==> src/rtl/ssx_defs.vh <==
`ifndef SSX_DEFS_VH
`define SSX_DEFS_VH

// Register byte offsets on the APB
`define SSX_ADDR_CTRL      8'h00
`define SSX_ADDR_DATA      8'h04
`define SSX_ADDR_STATUS    8'h08

// serial_control_one field positions
`define SSX_CTRL_START     7
`define SSX_CTRL_ABORT     6
`define SSX_CTRL_MODE_HI   5
`define SSX_CTRL_MODE_LO   4
`define SSX_CTRL_RATE_HI   2
`define SSX_CTRL_RATE_LO   0
`define SSX_CTRL_RESET     8'h07

// serial_status_reg field positions
`define SSX_STAT_ACTIVE    3
`define SSX_STAT_SHIFT     2

// transfer_mode_select encodings
`define SSX_MODE_TX        2'h0
`define SSX_MODE_RSVD      2'h1
`define SSX_MODE_TXRX      2'h2
`define SSX_MODE_RX        2'h3

// Clock-rate select code for the external shift clock
`define SSX_RATE_EXT       3'h7

// Internal shift clock: half period in system clocks at rate code 0
`define SSX_BASE_HALF      16'h0004

// Bits per serial byte
`define SSX_BITS           4'h8

`endif

==> src/rtl/ssx_core.v <==
// Chosen here: the register addresses and register access over APB.
`timescale 1ns/100ps
`default_nettype none
`include "ssx_defs.vh"

module ssx_core #(
  parameter [15:0] BASE_HALF = `SSX_BASE_HALF
) (
  input  wire        i_sys_clk,          // System clock
  input  wire        i_rst_n,            // Synchronous reset, active low
  input  wire        i_psel,             // APB select
  input  wire        i_penable,          // APB access phase
  input  wire        i_pwrite,           // APB direction
  input  wire [7:0]  i_paddr,            // APB byte address
  input  wire [31:0] i_pwdata,           // APB write data
  output reg  [31:0] o_prdata,           // APB read data
  output wire        o_pready,           // APB ready, no wait states
  output wire        o_pslverr,          // APB error on unmapped address
  input  wire        i_sclk_in,          // Shift clock pin, input side
  output wire        o_sclk_out,         // Shift clock pin, output side
  output wire        o_sclk_oe,          // Shift clock pin drive enable
  input  wire        i_serial_in,        // Serial data in
  output reg         o_serial_out,       // Serial data out
  output reg         o_buffer_event_irq  // Buffer event pulse
);

  //////////////////////////////////////////////////////////////////////////
  // Declarations
  localparam [1:0] ST_IDLE  = 2'h0;
  localparam [1:0] ST_WAIT  = 2'h1;
  localparam [1:0] ST_SHIFT = 2'h2;

  reg  [1:0] state;
  reg  [7:0] ctrl;
  reg  [7:0] dbuf;
  reg  [7:0] shreg;
  reg  [3:0] bitcnt;
  reg        tx_full;
  reg        rx_full;
  reg        active;
  reg        sclk_int;
  reg        sclk_prev;
  reg        load_tx;
  wire       tick;

  wire       acc;
  wire       wr_ctrl;
  wire       wr_data;
  wire       rd_data;
  wire       mapped;
  wire [1:0] mode;
  wire [2:0] rate;
  wire       ext_clk;
  wire       go;
  wire       abort;
  wire       mode_tx;
  wire       mode_rx;
  wire       fall_ev;
  wire       rise_ev;
  wire       byte_end;
  wire [7:0] sh_next;
  wire       resume_ok;

  //////////////////////////////////////////////////////////////////////////
  // APB decode; every access completes in its first access cycle
  assign acc     = i_psel && i_penable;
  assign wr_ctrl = acc && i_pwrite && (i_paddr == `SSX_ADDR_CTRL);
  assign wr_data = acc && i_pwrite && (i_paddr == `SSX_ADDR_DATA);
  assign rd_data = acc && !i_pwrite && (i_paddr == `SSX_ADDR_DATA);
  assign mapped  = (i_paddr == `SSX_ADDR_CTRL) ||
                   (i_paddr == `SSX_ADDR_DATA) ||
                   (i_paddr == `SSX_ADDR_STATUS);
  assign o_pready  = 1'b1;
  assign o_pslverr = acc && !mapped;

  // Read mux; reserved bits and unmapped words read as zero
  always @* begin
    o_prdata = 32'h00000000;
    case (i_paddr)
      `SSX_ADDR_CTRL: begin
        o_prdata[7:0] = ctrl;
      end
      `SSX_ADDR_DATA: begin
        o_prdata[7:0] = dbuf;
      end
      `SSX_ADDR_STATUS: begin
        o_prdata[`SSX_STAT_ACTIVE] = active;
        o_prdata[`SSX_STAT_SHIFT]  = (state == ST_SHIFT);
      end
      default: begin
        o_prdata = 32'h00000000;
      end
    endcase
  end

  //////////////////////////////////////////////////////////////////////////
  // Control register fields
  assign mode    = ctrl[`SSX_CTRL_MODE_HI:`SSX_CTRL_MODE_LO];
  assign rate    = ctrl[`SSX_CTRL_RATE_HI:`SSX_CTRL_RATE_LO];
  assign ext_clk = (rate == `SSX_RATE_EXT);
  assign abort   = ctrl[`SSX_CTRL_ABORT];
  assign go      = ctrl[`SSX_CTRL_START] && !abort &&
                   (mode != `SSX_MODE_RSVD);
  assign mode_tx = (mode == `SSX_MODE_TX) || (mode == `SSX_MODE_TXRX);
  assign mode_rx = (mode == `SSX_MODE_RX) || (mode == `SSX_MODE_TXRX);

  always @(posedge i_sys_clk) begin
    if (!i_rst_n) begin
      ctrl <= `SSX_CTRL_RESET;
    end else if (wr_ctrl) begin
      ctrl <= i_pwdata[7:0];
    end
  end

  //////////////////////////////////////////////////////////////////////////
  // Shift clock pin: driven only when the internal clock is chosen
  assign o_sclk_out = sclk_int;
  assign o_sclk_oe  = !ext_clk;

  ssx_clk_div #(
    .BASE_HALF (BASE_HALF)
  ) u_div (
    .i_sys_clk (i_sys_clk),
    .i_rst_n   (i_rst_n),
    .i_run     ((state == ST_SHIFT) && !ext_clk),
    .i_rate    (rate),
    .o_tick    (tick)
  );

  // Pin is synchronous to the system clock, so a plain history flop
  always @(posedge i_sys_clk) begin
    if (!i_rst_n) begin
      sclk_prev <= 1'b1;
    end else begin
      sclk_prev <= i_sclk_in;
    end
  end

  // Shift edges from either source; only honoured while shifting
  assign fall_ev = (state == ST_SHIFT) &&
                   (ext_clk ? (sclk_prev && !i_sclk_in)
                            : (tick && sclk_int));
  assign rise_ev = (state == ST_SHIFT) &&
                   (ext_clk ? (!sclk_prev && i_sclk_in)
                            : (tick && !sclk_int));

  // Incoming bit enters at the top, so the LSB arrives first
  assign sh_next  = {i_serial_in, shreg[7:1]};
  assign byte_end = rise_ev && (bitcnt == (`SSX_BITS - 4'h1));

  // Conditions under which a stopped clock may run again
  assign resume_ok = (mode == `SSX_MODE_TX)   ? tx_full :
                     (mode == `SSX_MODE_RX)   ? !rx_full :
                     (tx_full && !rx_full);

  //////////////////////////////////////////////////////////////////////////
  // Internal shift clock level; rests high whenever not shifting
  always @(posedge i_sys_clk) begin
    if (!i_rst_n) begin
      sclk_int <= 1'b1;
    end else if (state != ST_SHIFT || abort || ext_clk) begin
      sclk_int <= 1'b1;
    end else if (tick) begin
      sclk_int <= !sclk_int;
    end
  end

  //////////////////////////////////////////////////////////////////////////
  // Serial output changes only on a falling shift edge, so the last bit
  // of the previous byte stays on the pin until the first low phase
  always @(posedge i_sys_clk) begin
    if (!i_rst_n) begin
      o_serial_out <= 1'b1;
    end else if (fall_ev && mode_tx && !abort) begin
      o_serial_out <= shreg[0];
    end
  end

  //////////////////////////////////////////////////////////////////////////
  // Shared data buffer and its two flags
  // A received byte wins over a same-cycle software write; the flag
  // sets are placed after the clears so an event is never lost
  // A write landing with a load keeps the buffer full, since the
  // shifter took the older byte and the new one still waits
  always @(posedge i_sys_clk) begin
    if (!i_rst_n) begin
      dbuf    <= 8'h00;
      tx_full <= 1'b0;
      rx_full <= 1'b0;
    end else begin
      if (wr_ctrl &&
          (i_pwdata[`SSX_CTRL_MODE_HI:`SSX_CTRL_MODE_LO] != mode)) begin
        tx_full <= 1'b0;
        rx_full <= 1'b0;
      end
      if (load_tx) begin
        tx_full <= 1'b0;
      end
      if (rd_data) begin
        rx_full <= 1'b0;
      end
      if (wr_data) begin
        dbuf    <= i_pwdata[7:0];
        tx_full <= 1'b1;
      end
      if (byte_end && mode_rx && !abort) begin
        dbuf    <= sh_next;
        rx_full <= 1'b1;
      end
    end
  end

  //////////////////////////////////////////////////////////////////////////
  // When a transmit byte is taken from the buffer into the shifter
  always @* begin
    load_tx = 1'b0;
    if (!abort && mode_tx && tx_full) begin
      case (state)
        ST_IDLE: begin
          load_tx = go;
        end
        ST_WAIT: begin
          load_tx = go && resume_ok;
        end
        ST_SHIFT: begin
          load_tx = byte_end && go && ext_clk &&
                    (mode == `SSX_MODE_TX);
        end
        default: begin
          load_tx = 1'b0;
        end
      endcase
    end
  end

  //////////////////////////////////////////////////////////////////////////
  // Transfer sequencer
  always @(posedge i_sys_clk) begin
    if (!i_rst_n) begin
      state  <= ST_IDLE;
      shreg  <= 8'h00;
      bitcnt <= 4'h0;
      active <= 1'b0;
    end else if (abort) begin
      // Partial byte is dropped and never reaches the buffer
      state  <= ST_IDLE;
      bitcnt <= 4'h0;
      active <= 1'b0;
    end else begin
      case (state)
        ST_IDLE: begin
          bitcnt <= 4'h0;
          if (go) begin
            active <= 1'b1;
            if (mode == `SSX_MODE_RX) begin
              state <= ST_SHIFT;
            end else if (tx_full) begin
              shreg <= dbuf;
              state <= ST_SHIFT;
            end else begin
              state <= ST_WAIT;
            end
          end
        end
        ST_WAIT: begin
          bitcnt <= 4'h0;
          if (!go) begin
            // Start withdrawn while stopped between bytes
            state  <= ST_IDLE;
            active <= 1'b0;
          end else if (resume_ok) begin
            if (mode_tx) begin
              shreg <= dbuf;
            end
            state <= ST_SHIFT;
          end
        end
        ST_SHIFT: begin
          if (rise_ev) begin
            shreg  <= sh_next;
            bitcnt <= bitcnt + 4'h1;
          end
          if (byte_end) begin
            bitcnt <= 4'h0;
            if (!go) begin
              state  <= ST_IDLE;
              active <= 1'b0;
            end else if (ext_clk) begin
              // No waits on an outside clock; unless transmit-only mode has a fresh
              // byte ready, the stale shifter content goes out as dummy
              if (load_tx) begin
                shreg <= dbuf;
              end
            end else begin
              state <= ST_WAIT;
            end
          end
        end
        default: begin
          state  <= ST_IDLE;
          active <= 1'b0;
        end
      endcase
    end
  end

  //////////////////////////////////////////////////////////////////////////
  // Buffer event: transmit byte taken (transmit-only mode) or received byte stored
  always @(posedge i_sys_clk) begin
    if (!i_rst_n) begin
      o_buffer_event_irq <= 1'b0;
    end else begin
      o_buffer_event_irq <= (load_tx && (mode == `SSX_MODE_TX)) ||
                            (byte_end && mode_rx && !abort);
    end
  end

endmodule
`default_nettype wire

==> src/rtl/ssx_clk_div.v <==
`timescale 1ns/100ps
`default_nettype none
`include "ssx_defs.vh"

module ssx_clk_div #(
  parameter [15:0] BASE_HALF = `SSX_BASE_HALF
) (
  input  wire       i_sys_clk, // System clock
  input  wire       i_rst_n,   // Synchronous reset, active low
  input  wire       i_run,     // Count only while shifting
  input  wire [2:0] i_rate,    // Rate code, divides by 2^code
  output reg        o_tick     // One pulse per half shift period
);

  wire [15:0] limit;
  reg  [15:0] cnt;

  // Half period doubles with each rate step
  assign limit = (BASE_HALF << i_rate) - 16'h0001;

  //////////////////////////////////////////////////////////////////////////
  // Restart from zero when stopped so each byte starts with a full phase
  always @(posedge i_sys_clk) begin
    if (!i_rst_n || !i_run) begin
      cnt    <= 16'h0000;
      o_tick <= 1'b0;
    end else if (cnt >= limit) begin
      cnt    <= 16'h0000;
      o_tick <= 1'b1;
    end else begin
      cnt    <= cnt + 16'h0001;
      o_tick <= 1'b0;
    end
  end

endmodule
`default_nettype wire

==> config.mk <==
export PLATFORM = sky130hd
export DESIGN_NAME = ssx_core
export DESIGN_NICKNAME = d
export VERILOG_FILES = /design/src/rtl/ssx_core.v /design/src/rtl/ssx_clk_div.v
export VERILOG_INCLUDE_DIRS = /design/src /design/src/rtl
export SDC_FILE = /design/constraint.sdc
export NUM_CORES = 1
export LEC_CHECK = 0
export ABC_AREA = 0
export BUFFER_PORTS_ARGS = -buffer_cell sky130_fd_sc_hd__buf_4
export CAP_MARGIN = 20
export CORE_ASPECT_RATIO = 0.75
export CORE_UTILIZATION = 54
export CTS_CLUSTER_SIZE = 10
export DETAILED_ROUTE_END_ITERATION = 10
export GPL_ROUTABILITY_DRIVEN = 0
export GPL_TIMING_DRIVEN = 0
export PLACE_DENSITY = 0.81
export SYNTH_ARGS = -nofsm -noshare
export SYNTH_HDL_FRONTEND = slang
export SYNTH_SLANG_ARGS = --single-unit
==> constraint.sdc <==
create_clock -name i_sys_clk -period 3.9 [get_ports i_sys_clk]
set_input_delay 0.78 -clock i_sys_clk [delete_from_list [all_inputs] [get_ports i_sys_clk]]
set_output_delay 0.78 -clock i_sys_clk [all_outputs]
set_load 0.05 [all_outputs]
# Word level (Yosys, flattened, before mapping)
# Index checks and enable logic that the tools add are counted.
# totals
mem_bits_rw	0
regBits	54
output_inout_bits	38
inputBits	47
latchBits	0
elab_cells	151
memories	0
romBits	0
# op_classes
n_reduce_logical	64
eq_ne	21
n_addsub	3
bitwise	2
n_mul	0
shifts	1
order_cmp	1
muxes	45
div	0
# ops
operator	count
8-bit 2-to-1 mux	13
1-bit logical AND	30
8-bit one-hot mux with 3 select lines	1
16-bit by 1-bit adder with 16-bit output, second input constant	1
16-bit greater-or-equal comparator	1
2-bit 2-to-1 mux	8
2-bit inequality test, second input constant	8
4-bit one-hot mux with 2 select lines	2
3-bit by 3-bit << shifter with 16-bit output, first input constant	1
16-bit by 1-bit subtractor with 16-bit output, second input constant	1
1-bit 2-to-1 mux	14
2-bit one-hot mux with 3 select lines	2
1-bit zero test	10
3-bit inequality test, second input constant	3
3-bit nonzero test	3
8-bit by 3-bit equality test with 1-bit output, second input constant	1
8-bit by 4-bit equality test with 1-bit output, second input constant	1
8-bit zero test	1
1-bit logical OR	8
4-bit 2-to-1 mux	2
8-bit AND reduction	1
2-bit OR reduction	4
2-bit equality test, second input constant	3
1-bit one-hot mux with 3 select lines	2
12 further kinds	16

# Depth between registers and ports, before layout
# Gate-level depths: netlist of the first run.
# depth
depth_word	15
mapped_depth	15
depth_no_buf	12

# Hierarchy
# Synthesis of the first run repeated with hierarchy kept, for this count alone.
# unflattened
cells_unflattened	344
area_unflattened_um2	3151.8
# modules_own_cells
module	seq_area_each_um2	cells_each	area_per_inst_um2	instances
ssx_core	740.7	261	2289.7	1
ssx_clk_div	340.3	83	862.1	1

# Least setup slack after synthesis of the first run
# Ideal clock, no wire load.
# synth_timing
path_type	in2out
start	in i_paddr[5]
end	out o_prdata[0]
slack_ns	0.684
path_stages	4
required_ns	3.120
n_path_buf	1
arrival_time_ns	2.436
cell_sequence	or4_4 or3_1 buf_6 nor2_1
# synth_via
elab_chain_len	2
elab_cells_between_ends	3
classes_between	eq/ne (1); mux (1); reduce/logical (1)
# synth_rtl
item	line	rtl
start, declared	ssx_core.v:14	input wire [7:0] i_paddr,
8-bit by 3-bit equality test with 1-bit output / 8-bit zero test (equally long branches)	ssx_core.v:79	case (i_paddr)
2-bit one-hot mux with 2 select lines *	ssx_core.v:79	
end, declared	ssx_core.v:16	output reg [31:0] o_prdata,
# Every way passes the cells marked *; elsewhere a longest branch is shown, timed or not.

# Worst setup path after layout of the first run
# layout_timing
start	reg ctrl[0]
end	reg u_div.cnt[11]
# layout_via
elab_chain_len	6
elab_cells_between_ends	9
classes_between	add/sub (1); order compare (1); eq/ne (1); shift (1); reduce/logical (5)
# layout_rtl
item	line	rtl
start, declared	ssx_core.v:34	reg [7:0] ctrl;
start signal, assigned	ssx_core.v:109	ctrl <= `SSX_CTRL_RESET;
start signal, assigned	ssx_core.v:111	ctrl <= i_pwdata[7:0];
branches (longest 5 deep; another with 16-bit by 1-bit subtractor with 16-bit output)	n/a	
2-bit OR reduction (no line) *	n/a	
end signal, assigned	ssx_clk_div.v:31	cnt <= cnt + 16'h0001;
end, declared	ssx_clk_div.v:16	reg [15:0] cnt;
# Mark *: on every way between the ends.
# A chain may end at the register's enable or synchronous reset.

==> impl_metrics.json, run 1 <==
{
  "cts_sinks": 54,
  "drtIter0Drc": 185,
  "cts_hold_buf": 0,
  "cts_resized": 0,
  "grt.busiest_layer": "met1",
  "yosysMostFrequentCell": "dfxtp_1",
  "max_freq_mhz": 288,
  "core_mm2": 0.00601,
  "netlist_area_mm2": 0.00348,
  "ant_nets": 0,
  "rsz0062_at_grt": "false",
  "min_from": "ctrl[3]",
  "drive_gt1_frac": 0.196,
  "path_class": "reg -> reg",
  "layout.nets": 542,
  "cp.required_ps": 4090,
  "grt_pass1_wl_um": 13400,
  "cap_violations": 0,
  "ys_ff_latch": 54,
  "cts_buffers": 5,
  "drc": 0,
  "die_y_um": 71.5,
  "synth_top_area_share": 0.311,
  "synth-edff-count": 0,
  "whs_ps": 458,
  "dr.pass1.iters": 4,
  "dieWidth_um": 94.7,
  "h-tree-depth": 2,
  "grt_max_degree": 18,
  "wl_um": 8340,
  "status": "complete, no violations",
  "grtUsageTotal": 0.251,
  "fin_worst_skew_ps": 9.52,
  "crit_path_start_kind": "flip-flop",
  "final-hold-violation-count": 0,
  "worst_ep_arrival_time_ps": 3660,
  "hpwl_um": 6300,
  "crit_path_end_kind": "flip-flop",
  "setup_viol": 0,
  "routedWlPerCell_um": 15.1,
  "die_area_mm2": 0.00677,
  "grt_pass1_vias": 2858,
  "crit_start": "ctrl[0]",
  "clock_latency_ps": 310,
  "met2_usage": 0.366,
  "rows": 24,
  "vdd_drop_max_uv": 157,
  "maxSlewViolCount": 0,
  "grt_util_met3": 0.0478,
  "cts_tree": "built",
  "fillers": 508,
  "power_density_mw_per_mm2": 251,
  "clkSlewWorstSetupHoldPaths_ps": 100,
  "period_needed_ps": 3470,
  "finalCritPeriodShare": 0.891,
  "async_flop_share": 0,
  "yosys_warnings": 0,
  "yosys-top-cells-area": "dfxtp_1 (31%), ha_1 (7.6%), mux2i_1 (5.5%), buf_4 (5.4%), nor2_1 (4.9%)",
  "tightest_slew_ps": 1070,
  "slew_headroom": 0.268,
  "port_buffers": 34,
  "synth_top_area_cell": "dfxtp_1",
  "crit_path_max_fanout": 10,
  "grt.overflow.total": 0,
  "diodes": 0,
  "syn2layout_area_growth_pct": 15.6,
  "grt_util_met1": 0.377,
  "r2r-start": "ctrl[0]",
  "vias_per_cell": 5.62,
  "synthDistinctLibCells": 57,
  "p_leak_uw": 0.00183,
  "via_count": 3108,
  "netlist_top_cells_count": "dfxtp_1 (54), nor2_1 (45), nand2_1 (31), buf_4 (25)",
  "hold_path_class": "reg -> reg",
  "syn_avg_cell_area_um2": 8.57,
  "ys.flop_type": "dfxtp_1",
  "setup_tns_ps": 0,
  "cts_setup_buffers": 0,
  "antenna_found_initial": 0,
  "cts_root_buffer": "clkbuf_8",
  "start_util": 0.579,
  "syn_inst": 406,
  "clk_path_buf_depth": 2,
  "boundaryPins": 85,
  "yosysSeqAreaShare": 0.311
}
## layer usage
layer,up-vias,part of all wire
met5,-,0
met4,0,0.0037
met3,5,0.074
met2,104,0.43
met1,1453,0.49
li1,1546,-
## worst paths after layout
kind / end / slack, ps / cells after the start
setup / recovery: u_div.cnt[11] / 430 / 13
hold / removal: ctrl[3] / 460 / 2
setup reg to reg: u_div.cnt[11] / 430 / 13
hold reg to reg: ctrl[3] / 460 / 2
## cell type report
| cell class | count | area, um2 | share of cell area |
|---|---|---|---|
| Tap cell | 78 | 97.6 | 0.0243 |
| Timing Repair Buffer | 34 | 255 | 0.0635 |
| Clock inverter | 3 | 21.3 | 0.00529 |
| Buffer | 45 | 284 | 0.0706 |
| Multi-Input combinational cell | 324 | 2180 | 0.541 |
| Clock buffer | 5 | 68.8 | 0.0171 |
| Inverter | 10 | 37.5 | 0.00933 |
| Sequential cell | 54 | 1080 | 0.269 |
## registers in the layout, indices dropped and copies added, names as in the netlist
name                count
ctrl                    8
sclk_prev               1
shreg                   8
dbuf                    8
u_div.o_tick            1
active                  1
tx_full                 1
state                   2
bitcnt                  4
o_buffer_event_irq      1
rx_full                 1
u_div.cnt              16
o_serial_out            1
o_sclk_out              1
## layout by cell type (no fill, tap or decap), drive strengths merged, types with 6 or more instances in the layout
| master | instances |
|---|---|
| buf | 65 |
| dfxtp | 54 |
| nor2 | 45 |
| nand2 | 31 |
| conb | 29 |
| a21oi | 21 |
| ha | 21 |
| mux2i | 19 |
| clkbuf | 19 |
| mux2 | 16 |
| xor2 | 13 |
| a211oi | 13 |
| nand3 | 12 |
| inv | 9 |
| a22o | 9 |
| o21ai | 9 |
| and3 | 8 |
| o21a | 6 |
| xnor2 | 6 |
| nand2b | 6 |
## through the flow
step	total power (uW)	util	instances	area, um2	setup slack, ps
after global placement	694	0.655	545	3930	570
final	1010	0.670	553	4020	426
after floorplan	666	-	433	3580	684
after CTS	1010	0.670	553	4020	464
after detailed placement	696	0.655	545	3930	475
after global routing	1050	0.670	553	4020	175
## logic make-up after synthesis
kind of cell / after synthesis / synth area share
compound gates: 83 / 0.165
xor+xnor: 19 / 0.0478
fa+ha+maj: 21 / 0.0755
buf+inv: 55 / 0.0924
flops: 54 / 0.311
mux: 35 / 0.106
other cells: 2 / 0.00216
simple gates: 137 / 0.199
## worst max-delay path: stages (launching register included)
cell and delay, ps:
dfxtp_1 310, buf_2 170, or3_1 400, ha_1 190
clkbuf_1 200, nand2_1 170, o21a_1 140, ha_1 140
a21oi_1 50, o21ai_0 250, a41oi_1 100, o31ai_1 700
clkbuf_1 420, nor2_1 100
## report_power, final
part / total, uW / switching, uW / internal, uW / leakage [uW]
Combinational: 133 / 89.6 / 43.4 / 0.00135
Sequential: 553 / 0.984 / 552 / 0.000435
Clock: 322 / 195 / 127 / 0.0000441
Total: 1010 / 286 / 722 / 0.00183
No activity file was read; power rests on OpenSTA's default activity.
==> run 2, diff against run 1 <==
--- a/config.mk
+++ b/config.mk
@@ -10,12 +10,12 @@
 export BUFFER_PORTS_ARGS = -buffer_cell sky130_fd_sc_hd__buf_4
 export CAP_MARGIN = 20
 export CORE_ASPECT_RATIO = 0.75
-export CORE_UTILIZATION = 54
+export CORE_UTILIZATION = 39
 export CTS_CLUSTER_SIZE = 10
 export DETAILED_ROUTE_END_ITERATION = 10
 export GPL_ROUTABILITY_DRIVEN = 0
 export GPL_TIMING_DRIVEN = 0
-export PLACE_DENSITY = 0.81
+export PLACE_DENSITY = 0.71
 export SYNTH_ARGS = -nofsm -noshare
 export SYNTH_HDL_FRONTEND = slang
 export SYNTH_SLANG_ARGS = --single-unit
==> run 2 against run 1 <==
The flow now finishes with violations (design-rule violations). Global-route usage fell by 7.0 points. Core utilization fell by 19 points. Fmax rose by 2.9%. Non-clock buffer count did not move.
==> impl_metrics.json, run 2 (synthesis gave the netlist of run 1 again) <==
{
  "vdd_drop_max_uv": 152,
  "syn2layout_area_growth_pct": 19.1,
  "grt.busiest_layer": "met2",
  "via_count": 3014,
  "path_class": "reg -> reg",
  "multi_input_area_mm2": 0.00218,
  "place_ws_ps": 534,
  "cap_violations": 0,
  "cts_resized": 0,
  "placed_area_mm2": 0.00397,
  "hpwl_um": 6250,
  "ant_nets": 0,
  "grt_max_degree": 19,
  "clock_latency_ps": 300,
  "boundaryPins": 85,
  "max_freq_mhz": 296,
  "postLayoutCellArea_mm2": 0.00414,
  "wl_um": 8190,
  "largest_reg_flops": 16,
  "grt.overflow.total": 0,
  "port_buffers": 34,
  "crit_path_start_kind": "flip-flop",
  "p_leak_uw": 0.00187,
  "finalCritPeriodShare": 0.865,
  "cts_sinks": 54,
  "cp.required_ps": 4070,
  "status": "finished with violations",
  "min_to": "ctrl[3]",
  "power_density_mw_per_mm2": 292,
  "layout_common_cells": "buf_4 (59), dfxtp_1 (54), nor2_1 (45)",
  "final_common_cell": "buf_4",
  "regMostFlops": "u_div.cnt",
  "period_needed_ps": 3370,
  "grt_pass1_wl_um": 14000,
  "grtUsageTotal": 0.182,
  "grt_util_met3": 0.0269,
  "die_y_um": 83.8,
  "r2r_cells": 14,
  "cts_buffers": 5,
  "setup_tns_ps": 0,
  "vias_per_cell": 5.17,
  "rows": 29,
  "r2r_slack_ps": 530,
  "crit_path_end_kind": "flip-flop",
  "setup_viol": 0,
  "whs_ps": 452,
  "final-hold-violation-count": 0,
  "tightest_slew_ps": 1000,
  "dr.pass1.iters": 7,
  "antenna_found_initial": 0,
  "maxSlewViolCount": 0,
  "setup_ws_ps": 525,
  "dieWidth_um": 111,
  "drive_gt1_frac": 0.196,
  "worst_ep_arrival_time_ps": 3540,
  "grt_pass1_vias": 2853,
  "diodes": 0,
  "cts_setup_buffers": 0,
  "r2r-start": "ctrl[0]",
  "h-tree-depth": 2,
  "rsz0062_at_grt": "false",
  "holdPathStages": 2,
  "min_from": "ctrl[3]",
  "slew_headroom": 0.311,
  "clkSlewWorstSetupHoldPaths_ps": 80,
  "core_mm2": 0.00856,
  "fillers": 821,
  "met2_usage": 0.287,
  "seqCellArea_mm2": 0.00108,
  "start_util": 0.406,
  "die_area_mm2": 0.00930,
  "cts_tree": "built",
  "drtIter0Drc": 157,
  "violations": "design-rule violations",
  "rr_endpoint": "u_div.cnt[8]",
  "layout.nets": 542,
  "crit_path_max_fanout": 10,
  "clk_path_buf_depth": 2,
  "fin_worst_skew_ps": 11.4,
  "cts_root_buffer": "clkbuf_16",
  "grt_util_met1": 0.265,
  "hold_path_class": "reg -> reg",
  "cts_hold_buf": 0,
  "routedWlPerCell_um": 14.1,
  "drc": 6
}
==> run 2: through the flow <==
stage          instances  total power [uW]   util
2_1_floorplan        433               666      -
3_3_place_gp         575               695  0.464
3_5_place_dp         575               696  0.464
4_1_cts              583              1220  0.484
5_1_grt              583              1250  0.484
6_report             583              1210  0.484
==> run 2: final cells by class <==
class	count	area share
Inverter	10	0.00906
Clock buffer	5	0.0302
Multi-Input combinational cell	324	0.526
Clock inverter	3	0.0115
Buffer	45	0.0686
Tap cell	108	0.0326
Timing Repair Buffer	34	0.0616
Sequential cell	54	0.261
==> run 2: how the worst max path moves through the flow <==
stage	startpoint	end	slack, ps	cells after the start
floorplan	i_paddr[5]	o_prdata[0]	680	4
global placement	ctrl[0]	u_div.cnt[15]	590	13
detailed placement	ctrl[0]	u_div.cnt[8]	530	14
CTS	ctrl[0]	u_div.cnt[12]	510	14
global route	ctrl[0]	u_div.cnt[12]	180	14
finish	ctrl[0]	u_div.cnt[8]	530	14
==> run 2: report_power, final <==
group	total [uW]	internal, uW	switching, uW
combinational	132	43.5	88.7
sequential	553	552	0.971
clock	525	307	218
==> run 2: worst max-delay path: stages (launching register included) <==
cell and delay (ps):
dfxtp_1 290, buf_2 160, or3_1 400, ha_1 190, clkbuf_1 180, nor3_1 180, a21o_1 100, a21oi_1 60
ha_1 270, o21ai_0 80, nand2b_1 80, a311oi_1 90, o31ai_1 630, clkbuf_1 420, nor2_1 100
==> run 2: metal layers <==
metal / part of all wire / wire length [um]
met5: 0 / 0
met4: 0.0020 / 16
met3: 0.054 / 442
met2: 0.43 / 3560
met1: 0.51 / 4170
==> run 3, diff against run 2 <==
--- a/config.mk
+++ b/config.mk
@@ -10,12 +10,12 @@
 export BUFFER_PORTS_ARGS = -buffer_cell sky130_fd_sc_hd__buf_4
 export CAP_MARGIN = 20
 export CORE_ASPECT_RATIO = 0.75
-export CORE_UTILIZATION = 39
+export CORE_UTILIZATION = 30
 export CTS_CLUSTER_SIZE = 10
 export DETAILED_ROUTE_END_ITERATION = 10
 export GPL_ROUTABILITY_DRIVEN = 0
 export GPL_TIMING_DRIVEN = 0
-export PLACE_DENSITY = 0.71
+export PLACE_DENSITY = 0.6
 export SYNTH_ARGS = -nofsm -noshare
 export SYNTH_HDL_FRONTEND = slang
 export SYNTH_SLANG_ARGS = --single-unit
==> run 3 against run 2 <==
The flow now finishes without violations. Fmax decreased by 1.7%. Hold slack improved by 0.74 ps. Final cell count increased by 5.7%. Clock power decreased by 8.0%. Sequential power about the same. Clock skew decreased by 2.5 ps. Non-clock buffer count increased by 1.
==> impl_metrics.json, run 3 (synthesis gave the netlist of run 1 again) <==
{
  "status": "complete, no violations",
  "crit_path_end_kind": "flip-flop",
  "critPathBufInv": 3,
  "worst_path_max_delay_cell": "o31ai_1",
  "cts_resized": 0,
  "rsz0062_at_grt": "false",
  "tightest_slew_ps": 843,
  "rr_endpoint": "u_div.cnt[13]",
  "layout_common_cells": "buf_4 (60), dfxtp_1 (54), nor2_1 (45)",
  "clkSlewWorstSetupHoldPaths_ps": 80,
  "die_y_um": 95.3,
  "max_freq_mhz": 291,
  "holdPathStages": 2,
  "fin_worst_skew_ps": 8.91,
  "syn2layout_area_growth_pct": 20.0,
  "fillers": 1125,
  "drive_gt1_frac": 0.197,
  "slew_headroom": 0.435,
  "power_density_mw_per_mm2": 280,
  "maxSlewViolCount": 0,
  "port_buffers": 34,
  "cts_setup_buffers": 0,
  "cts_root_buffer": "clkbuf_16",
  "dr.pass1.iters": 4,
  "layout.nets": 543,
  "path_delay_family": "compound AO/OA/AOI/OAI gates",
  "final-hold-violation-count": 0,
  "wl_um": 8610,
  "placed_area_mm2": 0.00401,
  "worst_ep_arrival_time_ps": 3610,
  "cts_buffers": 5,
  "core_mm2": 0.0111,
  "crit_start": "ctrl[0]",
  "crit_path_start_kind": "flip-flop",
  "grt.overflow.total": 0,
  "vdd_drop_max_uv": 167,
  "min_from": "ctrl[3]",
  "r2r-start": "ctrl[0]",
  "r2r_slack_ps": 470,
  "cp_cell_sequence": "buf_2 -> or3_1 -> ha_1 -> clkbuf_1 -> xor2_1 -> o21a_1 -> ha_1 -> a21oi_1 -> o21ai_0 -> a41oi_1 -> o31ai_1 -> clkbuf_1 -> nor2_1",
  "drtIter0Drc": 146,
  "diodes": 0,
  "r2r_cells": 13,
  "setup_tns_ps": 0,
  "hpwl_um": 6530,
  "grt_max_degree": 18,
  "boundaryPins": 85,
  "p_leak_uw": 0.00186,
  "cts_hold_buf": 0,
  "dieWidth_um": 126,
  "setup_viol": 0,
  "h-tree-depth": 2,
  "start_util": 0.313,
  "cts_sinks": 54,
  "critPathMaxStageDelay_ps": 680,
  "vias_per_cell": 4.89,
  "routedWlPerCell_um": 14.0,
  "cp.required_ps": 4080,
  "antenna_found_initial": 0,
  "die_area_mm2": 0.0120,
  "ant_nets": 0,
  "hold_path_class": "reg -> reg",
  "via_count": 3010,
  "grt_pass1_vias": 2812,
  "cts_tree": "built",
  "drc": 0,
  "final_common_cell": "buf_4",
  "clock_latency_ps": 300,
  "min_to": "ctrl[3]",
  "path_class": "reg -> reg",
  "grtUsageTotal": 0.147,
  "cap_violations": 0,
  "finalCritPeriodShare": 0.880,
  "crit_path_max_fanout": 10,
  "postLayoutCellArea_mm2": 0.00417,
  "regMostFlops": "u_div.cnt",
  "largest_reg_flops": 16,
  "period_needed_ps": 3430,
  "grt_pass1_wl_um": 14100,
  "rows": 33,
  "clk_path_buf_depth": 2
}
## run 3: power by group
group / total [uW] / switching (uW) / internal (uW)
combinational: 132 / 88.8 / 43.4
clock: 483 / 224 / 259
sequential: 553 / 0.857 / 552
## run 3: worst max path at each step
stage / endpoint / cells past startpoint
after floorplan: o_prdata[0] / 4
after global placement: u_div.cnt[15] / 13
after detailed placement: u_div.cnt[15] / 13
after CTS: u_div.cnt[13] / 13
after global routing: u_div.cnt[14] / 13
final: u_div.cnt[13] / 13
## run 3: layout make-up
class	instances	area, um2	area share
multi-input combinational	324	2180	0.522
sequential	54	1080	0.259
buffer	45	284	0.0681
timing repair buffer	35	263	0.0630
tap	140	175	0.0420
clock buffer	6	139	0.0333
inverter	10	37.5	0.00900
clock inverter	2	16.3	0.00390
## run 3: tightest hold or removal path: cells and delay by family, from the launching register on
family / cells / cell delay, ps
flip-flops: 1 / 310
AND/OR/NAND/NOR: 1 / 50
AO/OA/AOI/OAI: 1 / 50
## run 3: metal layers
layer | routed length [um] | vias to the layer above | track usage
met4 | 100 | 0 | 0.0482
met3 | 294 | 9 | 0.0230
met1 | 4570 | 1395 | 0.210
met2 | 3640 | 65 | 0.224
met5 | 0 | - | 0
li1 | - | 1541 | -
## run 3: per-stage QoR
step	worst slack (ps)	cells	utilization	hold WS [ps]	total power (uW)
floorplan	684	433	-	431	666
global placement	524	607	0.361	443	696
detailed placement	459	607	0.361	445	697
CTS	426	615	0.375	455	1170
global route	102	616	0.376	499	1200
finish	466	616	0.376	452	1170
